### config.mk
export PLATFORM = sky130hd
export DESIGN_NAME = pdgem_event_mapper
export DESIGN_NICKNAME = d
export VERILOG_FILES = /design/src/pdgem_pkg.sv /design/src/pdgem_event_mapper.sv
export VERILOG_INCLUDE_DIRS = /design/src
export SDC_FILE = /design/constraint.sdc
export NUM_CORES = 1
export LEC_CHECK = 0
export BUFFER_PORTS_ARGS = -buffer_cell sky130_fd_sc_hd__buf_2
export CAP_MARGIN = 25
export CELL_PAD_IN_SITES_DETAIL_PLACEMENT = 0
export CELL_PAD_IN_SITES_GLOBAL_PLACEMENT = 1
export CORE_ASPECT_RATIO = 0.9
export CORE_MARGIN = 4
export CORE_UTILIZATION = 41
export DETAILED_ROUTE_END_ITERATION = 7
export GPL_TIMING_DRIVEN = 0
export PLACE_DENSITY = 0.81
export SLEW_MARGIN = 25
export SYNTH_ARGS = -nofsm -noshare
export SYNTH_HDL_FRONTEND = slang
export SYNTH_SLANG_ARGS = --single-unit
### constraint.sdc
create_clock -name clk_in -period 2.9 [get_ports clk_in]
set_clock_uncertainty 0.1 [all_clocks]
set_input_delay 0.29 -clock clk_in [delete_from_list [all_inputs] [get_ports clk_in]]
set_output_delay 0.29 -clock clk_in [all_outputs]
set_load 0.01 [all_outputs]
### src/pdgem_consts.svh
`ifndef PDGEM_CONSTS_SVH
`define PDGEM_CONSTS_SVH

// ==========================================
// event numbers
`define PDGEM_EV_WIDTH 8
`define PDGEM_EV_NULL 8'h00
`define PDGEM_EV_CHG_PG_WAIT 8'h9e
`define PDGEM_EV_LIQ_DET 8'h9d
`define PDGEM_EV_LIQ_NMOS 8'h9c
`define PDGEM_EV_LIQ_PMOS 8'h9b
`define PDGEM_EV_NEG_ACTIVE 8'h4c
`define PDGEM_EV_SINK_ATTACH 8'h4b
`define PDGEM_EV_SRC_ROLE 8'h49
`define PDGEM_EV_LOAD_SW 8'h41
`define PDGEM_EV_USB2_MUX 8'h3d
`define PDGEM_EV_DEBUG_ACC 8'h32
`define PDGEM_EV_BLOCK_DRS 8'h2d
`define PDGEM_EV_UFP_IND 8'h2c
`define PDGEM_EV_WALL_ADP 8'h2b
`define PDGEM_EV_FAULT_N 8'h23

// ==========================================
// register map
`define PDGEM_ADDR_WIDTH 4
`define PDGEM_REG_EVSEL0 4'h0
`define PDGEM_REG_EVSEL1 4'h1
`define PDGEM_REG_EVSEL2 4'h2
`define PDGEM_REG_EVSEL3 4'h3
`define PDGEM_REG_PORT_CFG 4'h4
`define PDGEM_REG_SRC_INPUTS 4'h5
`define PDGEM_REG_PIN_STATE 4'h6
`define PDGEM_REG_STATUS 4'h7
`define PDGEM_PORT_CFG_UNLIM_BIT 0
`define PDGEM_SRC_IN_BIT0 0

// ==========================================
// timing and sizes
`define PDGEM_NUM_PINS 4
`define PDGEM_LIQ_TOGGLE_NS 1000
`define PDGEM_CLK_NS 25
`define PDGEM_LIQ_TOGGLE_CYC ((`PDGEM_LIQ_TOGGLE_NS) / (`PDGEM_CLK_NS))
`define PDGEM_TOG_CNT_WIDTH 6

`endif

### src/pdgem_pkg.sv
package pdgem_pkg;

   `include "pdgem_consts.svh"

   typedef logic [`PDGEM_EV_WIDTH-1:0] pdgem_ev_t;
   typedef logic [`PDGEM_ADDR_WIDTH-1:0] pdgem_addr_t;

   // ==========================================
   // negotiation tracker states
   typedef enum logic [2:0] {
      PDGEM_NEG_IDLE = 3'b001,
      PDGEM_NEG_SRC = 3'b010,
      PDGEM_NEG_SNK = 3'b100
   } pdgem_neg_e;

   // ==========================================
   // port state from the negotiation engine
   typedef struct packed {
      logic attached;
      logic any_port_on_source;
      logic is_source;
      logic is_ufp_any;
      logic debug_acc;
      logic ext_sink_path_en;
      logic overcurrent;
      logic liquid_detected;
      logic liquid_running;
      logic request_rx;
      logic request_tx_soon;
      logic ps_rdy_tx;
      logic ps_rdy_rx;
      logic detach;
      logic hard_reset;
      logic pr_swap;
      logic fr_swap;
   } pdgem_port_s;

   // ==========================================
   // decoded input events to the engine
   typedef struct packed {
      logic charger_power_good_wait;
      logic block_data_role_downgrade;
      logic wall_adapter_present;
      logic wall_rise;
      logic wall_fall;
   } pdgem_in_ev_s;

   // ==========================================
   // register bus request
   typedef struct packed {
      pdgem_addr_t addr;
      logic [31:0] wdata;
      logic wr;
      logic rd;
   } pdgem_bus_s;

   // ==========================================
   // module state
   typedef struct packed {
      logic [`PDGEM_NUM_PINS-1:0] sync1;
      logic [`PDGEM_NUM_PINS-1:0] sync2;
      logic [`PDGEM_NUM_PINS-1:0] prev;
      logic [`PDGEM_NUM_PINS*`PDGEM_EV_WIDTH-1:0] evsel;
      pdgem_neg_e neg;
      logic neg_active;
      logic sink_attach;
      logic unlim;
      logic src_in0;
      logic liq_phase;
      logic [`PDGEM_TOG_CNT_WIDTH-1:0] tog_cnt;
      logic [`PDGEM_NUM_PINS-1:0] pin_out;
      logic [`PDGEM_NUM_PINS-1:0] pin_oe;
      pdgem_in_ev_s in_ev;
      logic [31:0] rdata;
      logic reject_drs;
      logic unlim_out;
      logic src_in0_out;
   } pdgem_state_s;

endpackage

### src/pdgem_event_mapper.sv
// Operation
// - input on event 158 means charger allows I2C in dead-battery start-up
// - event 157 output follows liquid detected on SBU pins
// - event 156 drives n-channel sensor switch, toggles during detection
// - event 155 drives p-channel sensor switch, toggles during detection
// - source mode: event 76 high from Request received until PS_RDY sent
// - sink mode: event 76 high from just before Request until PS_RDY received
// - event 76 drops on any detach
// - event 75 high while any port is connected to a source
// - event 75 drops on disconnect, resets, swaps only if no port on source
// - event 73 high whenever acting as power source
// - event 65 low while external sink path enabled
// - event 65 high while external sink path disabled
// - event 61 high on connect, low on disconnect
// - event 50 high while debug accessory attached
// - event 45 input high rejects DFP to UFP data-role swaps
// - event 44 high when any port is UFP
// - event 43 input high means barrel jack, unconstrained power
// - falling edge on event 43 clears power flag and source input bit 0
// - rising edge on event 43 sets power flag and source input bit 0
// - event 35 output driven low on overcurrent
`timescale 1ns/10ps
`include "pdgem_consts.svh"

module pdgem_event_mapper (
   // clock, reset, enable
   input wire logic clk_in,
   input wire logic reset_n_in,
   input wire logic clk_en_in,
   // register port
   input wire pdgem_pkg::pdgem_addr_t addr_in,
   input wire logic [31:0] wdata_in,
   input wire logic wr_in,
   input wire logic rd_in,
   output logic [31:0] rdata_out,
   // port state from negotiation engine
   input wire pdgem_pkg::pdgem_port_s port_in,
   // decoded input events to the engine
   output pdgem_pkg::pdgem_in_ev_s in_ev_out,
   output logic reject_dr_swap_out,
   output logic unlimited_power_flag_out,
   output logic source_input_bits0_out,
   // pins
   input wire logic [`PDGEM_NUM_PINS-1:0] gpio_in,
   output logic [`PDGEM_NUM_PINS-1:0] gpio_out,
   output logic [`PDGEM_NUM_PINS-1:0] gpio_oe_out
);
   import pdgem_pkg::*;

   localparam int NP = `PDGEM_NUM_PINS;
   localparam int EW = `PDGEM_EV_WIDTH;
   localparam int TOG_CYC = `PDGEM_LIQ_TOGGLE_CYC;

   pdgem_state_s s_q;
   pdgem_state_s s_d;

   // ==========================================
   // output value per event
   function automatic logic [1:0] ev_out(input pdgem_ev_t ev, input logic neg_act,
                                         input logic snk, input logic liq_ph,
                                         input pdgem_port_s p);
      logic [1:0] r;
      r = 2'b00;
      if (ev == `PDGEM_EV_LIQ_DET) begin
         r = {1'b1, p.liquid_detected};
      end else if (ev == `PDGEM_EV_LIQ_NMOS) begin
         r = {1'b1, p.liquid_running & liq_ph};
      end else if (ev == `PDGEM_EV_LIQ_PMOS) begin
         r = {1'b1, p.liquid_running & ~liq_ph};
      end else if (ev == `PDGEM_EV_NEG_ACTIVE) begin
         r = {1'b1, neg_act};
      end else if (ev == `PDGEM_EV_SINK_ATTACH) begin
         r = {1'b1, snk};
      end else if (ev == `PDGEM_EV_SRC_ROLE) begin
         r = {1'b1, p.is_source};
      end else if (ev == `PDGEM_EV_LOAD_SW) begin
         r = {1'b1, ~p.ext_sink_path_en};
      end else if (ev == `PDGEM_EV_USB2_MUX) begin
         r = {1'b1, p.attached};
      end else if (ev == `PDGEM_EV_DEBUG_ACC) begin
         r = {1'b1, p.debug_acc};
      end else if (ev == `PDGEM_EV_UFP_IND) begin
         r = {1'b1, p.is_ufp_any};
      end else if (ev == `PDGEM_EV_FAULT_N) begin
         r = {1'b1, ~p.overcurrent};
      end
      return r;
   endfunction

   // ==========================================
   // next state
   always_comb begin
      logic [1:0] o;
      logic [NP-1:0] rise;
      logic [NP-1:0] fall;
      pdgem_ev_t ev;
      o = 2'b00;
      rise = '0;
      fall = '0;
      ev = '0;
      s_d = s_q;
      s_d.sync1 = gpio_in;
      s_d.sync2 = s_q.sync1;
      s_d.prev = s_q.sync2;
      rise = s_q.sync2 & ~s_q.prev;
      fall = ~s_q.sync2 & s_q.prev;
      // negotiation tracker
      case (s_q.neg)
         PDGEM_NEG_IDLE: begin
            if (port_in.is_source && port_in.request_rx) begin
               s_d.neg = PDGEM_NEG_SRC;
            end else if (!port_in.is_source && port_in.request_tx_soon) begin
               s_d.neg = PDGEM_NEG_SNK;
            end
         end
         PDGEM_NEG_SRC: begin
            if (port_in.ps_rdy_tx) begin
               s_d.neg = PDGEM_NEG_IDLE;
            end
         end
         PDGEM_NEG_SNK: begin
            if (port_in.ps_rdy_rx) begin
               s_d.neg = PDGEM_NEG_IDLE;
            end
         end
         default: begin
            s_d.neg = PDGEM_NEG_IDLE;
         end
      endcase
      if (port_in.detach) begin
         s_d.neg = PDGEM_NEG_IDLE;
      end
      s_d.neg_active = (s_d.neg != PDGEM_NEG_IDLE);
      // sink attach indicator
      if (port_in.any_port_on_source) begin
         s_d.sink_attach = 1'b1;
      end else if (port_in.detach || port_in.hard_reset || port_in.pr_swap
                   || port_in.fr_swap) begin
         s_d.sink_attach = 1'b0;
      end
      // liquid sensor toggle
      if (port_in.liquid_running) begin
         if (s_q.tog_cnt == '0) begin
            s_d.tog_cnt = `PDGEM_TOG_CNT_WIDTH'(TOG_CYC - 1);
            s_d.liq_phase = ~s_q.liq_phase;
         end else begin
            s_d.tog_cnt = s_q.tog_cnt - 1'b1;
         end
      end else begin
         s_d.tog_cnt = '0;
         s_d.liq_phase = 1'b0;
      end
      // input events and pin outputs
      s_d.in_ev = '0;
      s_d.in_ev.wall_adapter_present = s_q.in_ev.wall_adapter_present;
      for (int i = 0; i < NP; i++) begin
         ev = s_q.evsel[i*EW +: EW];
         o = ev_out(ev, s_q.neg_active, s_q.sink_attach, s_q.liq_phase, port_in);
         s_d.pin_oe[i] = o[1];
         s_d.pin_out[i] = o[0];
         if (ev == `PDGEM_EV_CHG_PG_WAIT && s_q.sync2[i]) begin
            s_d.in_ev.charger_power_good_wait = 1'b1;
         end
         if (ev == `PDGEM_EV_BLOCK_DRS && s_q.sync2[i]) begin
            s_d.in_ev.block_data_role_downgrade = 1'b1;
         end
         if (ev == `PDGEM_EV_WALL_ADP) begin
            s_d.in_ev.wall_adapter_present = s_q.sync2[i];
            if (rise[i]) begin
               s_d.in_ev.wall_rise = 1'b1;
            end
            if (fall[i]) begin
               s_d.in_ev.wall_fall = 1'b1;
            end
         end
      end
      s_d.reject_drs = s_d.in_ev.block_data_role_downgrade;
      // register port
      s_d.rdata = '0;
      if (wr_in) begin
         if (addr_in == `PDGEM_REG_EVSEL0) begin
            s_d.evsel[0*EW +: EW] = wdata_in[EW-1:0];
         end else if (addr_in == `PDGEM_REG_EVSEL1) begin
            s_d.evsel[1*EW +: EW] = wdata_in[EW-1:0];
         end else if (addr_in == `PDGEM_REG_EVSEL2) begin
            s_d.evsel[2*EW +: EW] = wdata_in[EW-1:0];
         end else if (addr_in == `PDGEM_REG_EVSEL3) begin
            s_d.evsel[3*EW +: EW] = wdata_in[EW-1:0];
         end else if (addr_in == `PDGEM_REG_PORT_CFG) begin
            s_d.unlim = wdata_in[`PDGEM_PORT_CFG_UNLIM_BIT];
         end else if (addr_in == `PDGEM_REG_SRC_INPUTS) begin
            s_d.src_in0 = wdata_in[`PDGEM_SRC_IN_BIT0];
         end
      end
      // edges win over a software write in the same cycle
      if (s_q.in_ev.wall_rise) begin
         s_d.unlim = 1'b1;
         s_d.src_in0 = 1'b1;
      end else if (s_q.in_ev.wall_fall) begin
         s_d.unlim = 1'b0;
         s_d.src_in0 = 1'b0;
      end
      s_d.unlim_out = s_d.unlim;
      s_d.src_in0_out = s_d.src_in0;
      if (rd_in) begin
         if (addr_in == `PDGEM_REG_EVSEL0) begin
            s_d.rdata = {24'h000000, s_q.evsel[0*EW +: EW]};
         end else if (addr_in == `PDGEM_REG_EVSEL1) begin
            s_d.rdata = {24'h000000, s_q.evsel[1*EW +: EW]};
         end else if (addr_in == `PDGEM_REG_EVSEL2) begin
            s_d.rdata = {24'h000000, s_q.evsel[2*EW +: EW]};
         end else if (addr_in == `PDGEM_REG_EVSEL3) begin
            s_d.rdata = {24'h000000, s_q.evsel[3*EW +: EW]};
         end else if (addr_in == `PDGEM_REG_PORT_CFG) begin
            s_d.rdata = {31'h00000000, s_q.unlim};
         end else if (addr_in == `PDGEM_REG_SRC_INPUTS) begin
            s_d.rdata = {31'h00000000, s_q.src_in0};
         end else if (addr_in == `PDGEM_REG_PIN_STATE) begin
            s_d.rdata = {20'h00000, s_q.pin_oe, s_q.pin_out, s_q.sync2};
         end else if (addr_in == `PDGEM_REG_STATUS) begin
            s_d.rdata = {26'h0000000, s_q.sink_attach, s_q.neg_active, s_q.liq_phase,
                         s_q.in_ev.charger_power_good_wait,
                         s_q.in_ev.block_data_role_downgrade,
                         s_q.in_ev.wall_adapter_present};
         end
      end
   end

   // ==========================================
   // state register
   always_ff @(posedge clk_in) begin
      if (!reset_n_in) begin
         s_q <= '0;
         s_q.neg <= PDGEM_NEG_IDLE;
      end else if (clk_en_in) begin
         s_q <= s_d;
      end
   end

   // ==========================================
   // outputs
   assign rdata_out = s_q.rdata;
   assign in_ev_out = s_q.in_ev;
   assign reject_dr_swap_out = s_q.reject_drs;
   assign unlimited_power_flag_out = s_q.unlim_out;
   assign source_input_bits0_out = s_q.src_in0_out;
   assign gpio_out = s_q.pin_out;
   assign gpio_oe_out = s_q.pin_oe;

endmodule

==> results.sh, run 1 <==
export IMPL_p_leak_nw=2.43
export IMPL_initial_core_util_pct=42.0
export IMPL_antenna_found_initial=0
export IMPL_cp_required_ps=3000
export IMPL_maxCapViolCount=0
export IMPL_rsz0062_at_grt="no"
export IMPL_critical_path_class="reg2reg"
export IMPL_async_flop_share_pct=0
export IMPL_synth_warnings=0
export IMPL_slew_headroom_pct=31.9
export IMPL_fin_cells=952
export IMPL_clkPwrFrac_pct=46.9
export IMPL_worst_slew_pin_slew_ps=1020
export IMPL_syn_cell_area_sq_mm=0.00561
export IMPL_postPlaceCellArea_sq_mm=0.00621
export IMPL_root_buffer="clkbuf_16"
export IMPL_hold_viol=0
export IMPL_hold_path_class="in2reg"
export IMPL_cts_sinks=83
export IMPL_cts_hold_buf=0
export IMPL_portBuffers=64
export IMPL_ant_nets=0
export IMPL_power_frac_seq_pct=41.1
export IMPL_dp_cells=936
export IMPL_synth_main_ff_cell="dfxtp_1"
export IMPL_diodes=0
export IMPL_wire_per_inst_um=21.4
export IMPL_ys_seq_elements=83
export IMPL_gr_total_overflow=0
export IMPL_post_cts_resized=0
export IMPL_grt_pass1_vias=5206
export IMPL_grt_max_degree=15
export IMPL_holdWs_ps=108
export IMPL_row_count=40
export IMPL_cts_htree_levels=3
export IMPL_totalWireLength_um=20400
export IMPL_synth_seq_area_share_pct=29.6
export IMPL_critPathMaxFanout=10
export IMPL_power_density_mw_per_mm2=443
export IMPL_vias_per_cell=5.95
export IMPL_cts_path_max_buffers=2
export IMPL_core_area_sq_mm=0.0134
export IMPL_sw_frac_of_total_pct=25.4
export IMPL_cts_made_buffers=9
export IMPL_die_w_um=131
export IMPL_layout_commonest_cell="dfxtp_1"
export IMPL_stdcell_area_sq_mm=0.00657
export IMPL_via_count=5661
export IMPL_endpoint_kind="register"
export IMPL_grt_pass1_wl_um=31000
export IMPL_max_freq_ghz=0.375
export IMPL_pwr_share_comb_pct=12.0
export IMPL_start_kind="register"
export IMPL_drt_pass1_iter_count=5
export IMPL_area_growth_pct=17.0
export IMPL_drt_first_iter_violations=591
export IMPL_clkTransAtPathRegs_ps=70
export IMPL_drc_errors=0
export IMPL_status="finished, final reports clean"
export IMPL_slew_viol_final=0
export IMPL_finalPower_mw=2.91
export IMPL_grtUsageTotal_pct=25.7
export IMPL_yosysUniqueCellTypes=72
export IMPL_vdd_drop_max_uv=389
export IMPL_fin_nets=842
export IMPL_p_int_mw=2.17
export IMPL_cts_setup_buffers=0
export IMPL_utilization_pct=49.1
export IMPL_critPathArrivalTime_ps=2770
export IMPL_power_switching_mw=0.740
export IMPL_rrSetupSlack_ps=230
export IMPL_syn_area_per_cell_sq_um=8.19
export IMPL_period_share_pct=92.0
export IMPL_die_area_sq_mm=0.0156
export IMPL_ios=110
export IMPL_layout_common_cells="dfxtp_1 (83), nor2b_1 (70), buf_2 (67), mux2i_1 (54), buf_4 (45)"
export IMPL_fin_crit_ps=2670
export IMPL_fp_dieH_um=119
export IMPL_cts_tree="done"
export IMPL_dp_hpwl_um=15200
export IMPL_setup_violations_final=0
export IMPL_clk_latency_ps=350
export IMPL_drive_gt1_share_pct=19.1
export IMPL_place_gp_congestion=0.941
export IMPL_synthesis_instances=685
export IMPL_synth_edf_count=0
[per-layer routing]
layer / wire, um / vias to the layer above / GRT usage (%)
met1: 9100 / 2710 / 35.0
met3: 1530 / 38 / 5.19
li1: - / 2636 / -
met4: 522 / 0 / 7.55
met5: 0 / - / 0
met2: 9240 / 277 / 41.4
[kinds of logic (layout without fill, tap and decap cells)]
family                   Yosys count  count (layout)  share of synthesized area [%]
AND/OR/NAND/NOR                  271             271                           29.2
multiplexers                      58              58                           10.8
AO/OA/AOI/OAI                    160             160                           19.3
adder cells (fa/ha/maj)            1               1                          0.223
other                              1              20                         0.0668
flip-flops                        83              83                           29.6
buffers and inverters            110             190                           10.6
XOR/XNOR                           1               1                          0.156
[cells in the mapped netlist, drive strengths merged (14+ instances only)]
cell / n / share of area, %
clkbuf: 39 / 2.6
nor3: 14 / 1.7
inv: 20 / 1.3
nand3: 16 / 1.4
nor3b: 14 / 1.9
mux2i: 54 / 9.6
a21oi: 24 / 2.1
dfxtp: 83 / 30
o21ai: 41 / 3.7
nor2: 33 / 2.3
buf: 51 / 6.6
nor2b: 70 / 7.8
nand2: 39 / 2.6
[worst paths after layout]
path,endpoint,depth (start not counted),start
hold / removal,s_d[99]$_SDFFE_PN0P_,3,gpio_in[1]
setup / recovery,gpio_oe_out[1]$_SDFFE_PN0P_,7,s_q[72]$_SDFFE_PN0P_
hold reg to reg,rdata_out[5]$_SDFFE_PN0P_,2,rdata_out[5]$_SDFFE_PN0P_
setup reg to reg,gpio_oe_out[1]$_SDFFE_PN0P_,7,s_q[72]$_SDFFE_PN0P_
[per-stage QoR]
step	setup WS (ps)	setup TNS, ps
after global routing	180	0
after CTS	331	0
after global placement	-4.23	-4.23
after floorplan	814	0
after detailed placement	224	0
final	231	0
[sequential cells by signal, indices dropped and copies added (netlist names)]
signal / count
gpio_out: 4
rdata_out: 12
reject_dr_swap_out: 1
source_input_bits0_out: 1
s_q: 48
s_d: 8
in_ev_out: 4
gpio_oe_out: 4
unlimited_power_flag_out: 1
[final cells by class]
type / instances / area (sq um)
Inverter: 20 / 75.1
Fill cell: 1328 / 6800
Sequential cell: 83 / 1660
Buffer: 90 / 518
Clock buffer: 10 / 239
Timing Repair Buffer: 64 / 320
Multi-Input combinational cell: 511 / 3430
Tap cell: 168 / 210
Clock inverter: 6 / 113
[worst max-delay path: stages (launching register included)]
cell and delay, ps:
dfxtp_1 420, clkbuf_1 390, nor3b_1 140, a32o_1 240
nand2_1 60, o21ai_0 100, a2111oi_1 930, nor2_1 130
[power groups by stage]
stage / clock network [mW] / registers (mW) / logic, mW
2_1_floorplan: 0 / 1.21 / 0.209
3_5_place_dp: 0 / 1.22 / 0.340
6_report: 1.36 / 1.20 / 0.348
5_1_grt: 1.42 / 1.20 / 0.375
4_1_cts: 1.38 / 1.19 / 0.342
3_3_place_gp: 0 / 1.22 / 0.338
Note: power is estimated with default switching activity, not from simulation.
==> run 2: changes to the inputs <==
RECOVER_POWER = 25   (was unset)
==> results.sh, run 2 (synthesis gave the netlist of run 1 again) <==
export IMPL_status="finished, final reports clean"
export IMPL_grt_pass1_wl_um=31000
export IMPL_grt_pass1_vias=5206
export IMPL_post_cts_resized=0
export IMPL_die_area_sq_mm=0.0156
export IMPL_endpoint_kind="register"
export IMPL_drt_pass1_iter_count=5
export IMPL_grtUsageTotal_pct=25.7
export IMPL_slew_viol_final=0
export IMPL_totalWireLength_um=20400
export IMPL_dp_cells=936
export IMPL_fin_nets=842
export IMPL_period_share_pct=90.0
export IMPL_maxCapViolCount=0
export IMPL_layout_common_cells="dfxtp_1 (83), nor2b_1 (70), clkbuf_1 (57), mux2i_1 (54), buf_2 (49)"
export IMPL_row_count=40
export IMPL_power_density_mw_per_mm2=444
export IMPL_dp_hpwl_um=15200
export IMPL_ios=110
export IMPL_wire_per_inst_um=21.5
export IMPL_start_kind="register"
export IMPL_critical_path_class="reg2reg"
export IMPL_hold_path_class="in2reg"
export IMPL_wl_met1_um=9120
export IMPL_slew_headroom_pct=37.2
export IMPL_ant_nets=0
export IMPL_drive_gt1_share_pct=16.8
export IMPL_root_buffer="clkbuf_16"
export IMPL_initial_core_util_pct=42.0
export IMPL_portBuffers=64
export IMPL_cts_made_buffers=9
export IMPL_worst_slew_pin_slew_ps=939
export IMPL_cts_hold_buf=0
export IMPL_largest_register_ffs=48
export IMPL_wl_met2_um=9260
export IMPL_clk_latency_ps=350
export IMPL_place_gp_congestion=0.941
export IMPL_fp_dieH_um=119
export IMPL_max_freq_ghz=0.383
export IMPL_die_w_um=131
export IMPL_cts_setup_buffers=0
export IMPL_nFillCells=1337
export IMPL_layout_commonest_cell="dfxtp_1"
export IMPL_area_growth_pct=16.6
export IMPL_drt_first_iter_violations=635
export IMPL_wl_met3_um=1530
export IMPL_antenna_found_initial=0
export IMPL_cts_tree="done"
export IMPL_holdWs_ps=109
export IMPL_tns_ps=0
export IMPL_core_area_sq_mm=0.0134
export IMPL_cts_sinks=83
export IMPL_top_layer_used="met4"
export IMPL_p_leak_nw=2.35
export IMPL_hold_viol=0
export IMPL_vdd_drop_max_uv=389
export IMPL_regMostFlops="s_q"
export IMPL_diodes=0
export IMPL_vias_per_cell=5.89
export IMPL_clkTransAtPathRegs_ps=70
export IMPL_fin_crit_ps=2610
export IMPL_rsz0062_at_grt="no"
export IMPL_drc_errors=0
export IMPL_setup_violations_final=0
export IMPL_grt_max_degree=15
export IMPL_fin_cells=952
export IMPL_critPathArrivalTime_ps=2710
export IMPL_gr_total_overflow=0
export IMPL_critPathMaxFanout=10
export IMPL_cp_required_ps=3000
export IMPL_via_count=5604
export IMPL_cts_htree_levels=3
export IMPL_cts_path_max_buffers=2
run 2: cell count changes in the layout (fill, tap and decap cells not counted):
cell	previous run	this run
buf_2	67	49
clkbuf_1	39	57
buf_4	45	36
clkbuf_4	0	9
run 2: final cells by class:
class / count / area (sq um) / share of cell area [%]
multi-input combinational: 511 / 3430 / 52.4
sequential: 83 / 1660 / 25.4
buffer: 90 / 518 / 7.92
timing repair buffer: 64 / 298 / 4.55
clock buffer: 10 / 239 / 3.65
tap: 168 / 210 / 3.21
clock inverter: 6 / 113 / 1.72
inverter: 20 / 75.1 / 1.15
run 2: report_power, final:
| part | internal (mW) | switching, mW | leakage (nW) |
|---|---|---|---|
| combinational | 0.133 | 0.213 | 1.50 |
| clock | 0.867 | 0.498 | 0.173 |
| sequential | 1.17 | 0.0286 | 0.673 |
| total | 2.17 | 0.739 | 2.35 |
run 2: metrics by stage:
stage	power (mW)	setup WS (ps)	cell area, sq um	util [%]
6_report	2.91	289	6540	49.0
5_1_grt	2.99	180	6540	49.0
4_1_cts	2.92	331	6570	49.1
3_5_place_dp	1.56	224	6210	46.5
3_3_place_gp	1.56	-4.23	6210	46.5
2_1_floorplan	1.42	814	5680	-
run 2: critical path, stage by stage (launching register included):
cell and delay (ps):
dfxtp_1 420, clkbuf_1 390, nor3b_1 140, a32o_1 240, nand2_1 60, o21ai_0 110
a2111oi_1 870, nor2_1 120
run 2: routing by layer:
metal / track usage, % / up-vias
li1: - / 2644
met1: 35.0 / 2658
met2: 41.4 / 263
met3: 5.19 / 39
met4: 7.55 / 0
met5: 0 / -
run 2: final timing paths:
check / from / endpoint / slack, ps / cells past startpoint
max: s_q[72]$_SDFFE_PN0P_ / gpio_oe_out[1]$_SDFFE_PN0P_ / 290 / 7
min: gpio_in[1] / s_d[99]$_SDFFE_PN0P_ / 110 / 3
max reg2reg: s_q[72]$_SDFFE_PN0P_ / gpio_oe_out[1]$_SDFFE_PN0P_ / 290 / 7
min reg2reg: rdata_out[5]$_SDFFE_PN0P_ / rdata_out[5]$_SDFFE_PN0P_ / 390 / 2
==> run 3: changes to the inputs <==
CORE_UTILIZATION = 43   (was 41)
CTS_BUF_LIST = sky130_fd_sc_hd__clkbuf_4 sky130_fd_sc_hd__clkbuf_8   (was unset)
PLACE_DENSITY = 0.85   (was 0.81)
==> results.sh, run 3 (synthesis gave the netlist of run 1 again) <==
export IMPL_die_area_sq_mm=0.0149
export IMPL_largest_register_ffs=48
export IMPL_p_int_mw=1.69
export IMPL_ios=110
export IMPL_critPathArrivalTime_ps=2710
export IMPL_power_switching_mw=0.689
export IMPL_tns_ps=0
export IMPL_clk_latency_ps=380
export IMPL_critical_path_class="reg2reg"
export IMPL_endpoint_kind="register"
export IMPL_layout_commonest_cell="dfxtp_1"
export IMPL_cts_made_buffers=9
export IMPL_hold_path_class="in2reg"
export IMPL_via_count=5738
export IMPL_regMostFlops="s_q"
export IMPL_power_frac_seq_pct=50.2
export IMPL_cts_path_max_buffers=2
export IMPL_finalPower_mw=2.38
export IMPL_initial_core_util_pct=44.1
export IMPL_period_share_pct=87.2
export IMPL_worst_slew_pin_slew_ps=866
export IMPL_drt_first_iter_violations=747
export IMPL_portBuffers=64
export IMPL_cts_htree_levels=3
export IMPL_root_buffer="clkbuf_8"
export IMPL_place_gp_congestion=1.01
export IMPL_power_density_mw_per_mm2=373
export IMPL_vdd_drop_max_uv=344
export IMPL_drt_pass1_iter_count=7
export IMPL_antenna_found_initial=0
export IMPL_slew_headroom_pct=40.8
export IMPL_die_w_um=128
export IMPL_ant_nets=0
export IMPL_rrSetupSlack_ps=370
export IMPL_fin_cells=947
export IMPL_critical_path_top_delay_family="simple AND/OR/NAND/NOR gates"
export IMPL_row_count=39
export IMPL_sw_frac_of_total_pct=28.9
export IMPL_drive_gt1_share_pct=17.0
export IMPL_vias_per_cell=6.06
export IMPL_start_kind="register"
export IMPL_layout_common_cells="dfxtp_1 (83), nor2b_1 (70), clkbuf_1 (55), mux2i_1 (54), buf_2 (51)"
export IMPL_fin_nets=842
export IMPL_cp_num_buf_inv=1
export IMPL_fin_crit_ps=2530
export IMPL_slew_viol_final=0
export IMPL_crit_chain="clkbuf_1 -> nor4b_1 -> nand4_1 -> nand2_1 -> o31ai_1 -> o31a_1"
export IMPL_grtUsageTotal_pct=26.7
export IMPL_grt_pass1_vias=5227
export IMPL_post_cts_resized=0
export IMPL_clkTransAtPathRegs_ps=80
export IMPL_drc_errors=0
export IMPL_hold_viol=0
export IMPL_core_area_sq_mm=0.0127
export IMPL_wire_per_inst_um=21.0
export IMPL_critPathMaxStageDelay_ps=690
export IMPL_cts_sinks=83
export IMPL_grt_max_degree=15
export IMPL_cpMaxStageDelayCell="nor4b_1"
export IMPL_cts_hold_buf=0
export IMPL_area_growth_pct=13.6
export IMPL_gr_total_overflow=0
export IMPL_fp_dieH_um=116
export IMPL_grt_pass1_wl_um=30200
export IMPL_totalWireLength_um=19900
export IMPL_maxCapViolCount=0
export IMPL_dp_cells=932
export IMPL_pwr_share_comb_pct=14.4
export IMPL_diodes=0
export IMPL_status="finished, final reports clean"
export IMPL_setup_violations_final=0
export IMPL_cts_tree="done"
export IMPL_clkPwrFrac_pct=35.4
export IMPL_critPathMaxFanout=9
export IMPL_cts_setup_buffers=0
export IMPL_dp_hpwl_um=14900
export IMPL_rsz0062_at_grt="no"
export IMPL_max_freq_ghz=0.395
export IMPL_cp_required_ps=3080
export IMPL_p_leak_nw=2.28
-- run 3: cell count changes in the layout (fill, tap and decap cells not counted), moves of 2 or more --
cell / previous run / this run
buf_4: 36 / 34
bufinv_16: 3 / 1
buf_2: 49 / 51
clkbuf_8: 1 / 9
clkbuf_1: 57 / 55
clkbuf_16: 9 / 0
clkbuf_4: 9 / 11
-- run 3: power by group through the flow --
stage                     clock, mW  combinational, mW  sequential [mW]
after floorplan                   0              0.209             1.21
after global placement            0              0.333             1.22
after detailed placement          0              0.337             1.22
after CTS                     0.862              0.337             1.19
after global routing          0.906              0.369             1.20
final                         0.843              0.342             1.20
-- run 3: cell type report --
type	instances	area (sq um)
repair buffers	64	300
inverters	20	75.1
clock inverters	6	65.1
flip-flops and latches	83	1660
fillers	1290	6360
well taps	164	205
plain buffers	90	518
clock buffers	9	124
multi-input cells	511	3430
-- run 3: through the flow --
step | setup slack (ps) | instance area (sq um) | util [%] | hold slack (ps)
2_1_floorplan | 814 | 5680 | - | 349
3_3_place_gp | 396 | 6210 | 48.7 | 370
3_5_place_dp | 357 | 6210 | 48.7 | 380
4_1_cts | 413 | 6400 | 50.2 | 52.5
5_1_grt | 204 | 6380 | 50.1 | 81.6
6_report | 371 | 6380 | 50.1 | 66.6
-- run 3: worst register-to-register path: stages, from the launching register on --
cell and delay, ps:
dfxtp_1 320, clkbuf_1 330, nor4b_1 690, nand4_1 410, nand2_1 160, o31ai_1 100
o31a_1 330
-- run 3: path summary, 6_finish.rpt --
| kind | to | cells past startpoint | from |
|---|---|---|---|
| max | in_ev_out[2]$_SDFFE_PN0P_ | 6 | s_q[91]$_SDFFE_PN0P_ |
| min | s_d[100]$_SDFFE_PN0P_ | 3 | gpio_in[2] |
| min reg2reg | rdata_out[7]$_SDFFE_PN0P_ | 2 | rdata_out[7]$_SDFFE_PN0P_ |
| max reg2reg | in_ev_out[2]$_SDFFE_PN0P_ | 6 | s_q[91]$_SDFFE_PN0P_ |
-- run 3: routing by layer --
metal,share of wire [%],track usage (%),vias to the layer above
met5,0,0,-
met4,3.9,11.7,0
met3,8.9,4.89,60
met2,45,42.0,330
met1,42,35.9,2728
li1,-,-,2620
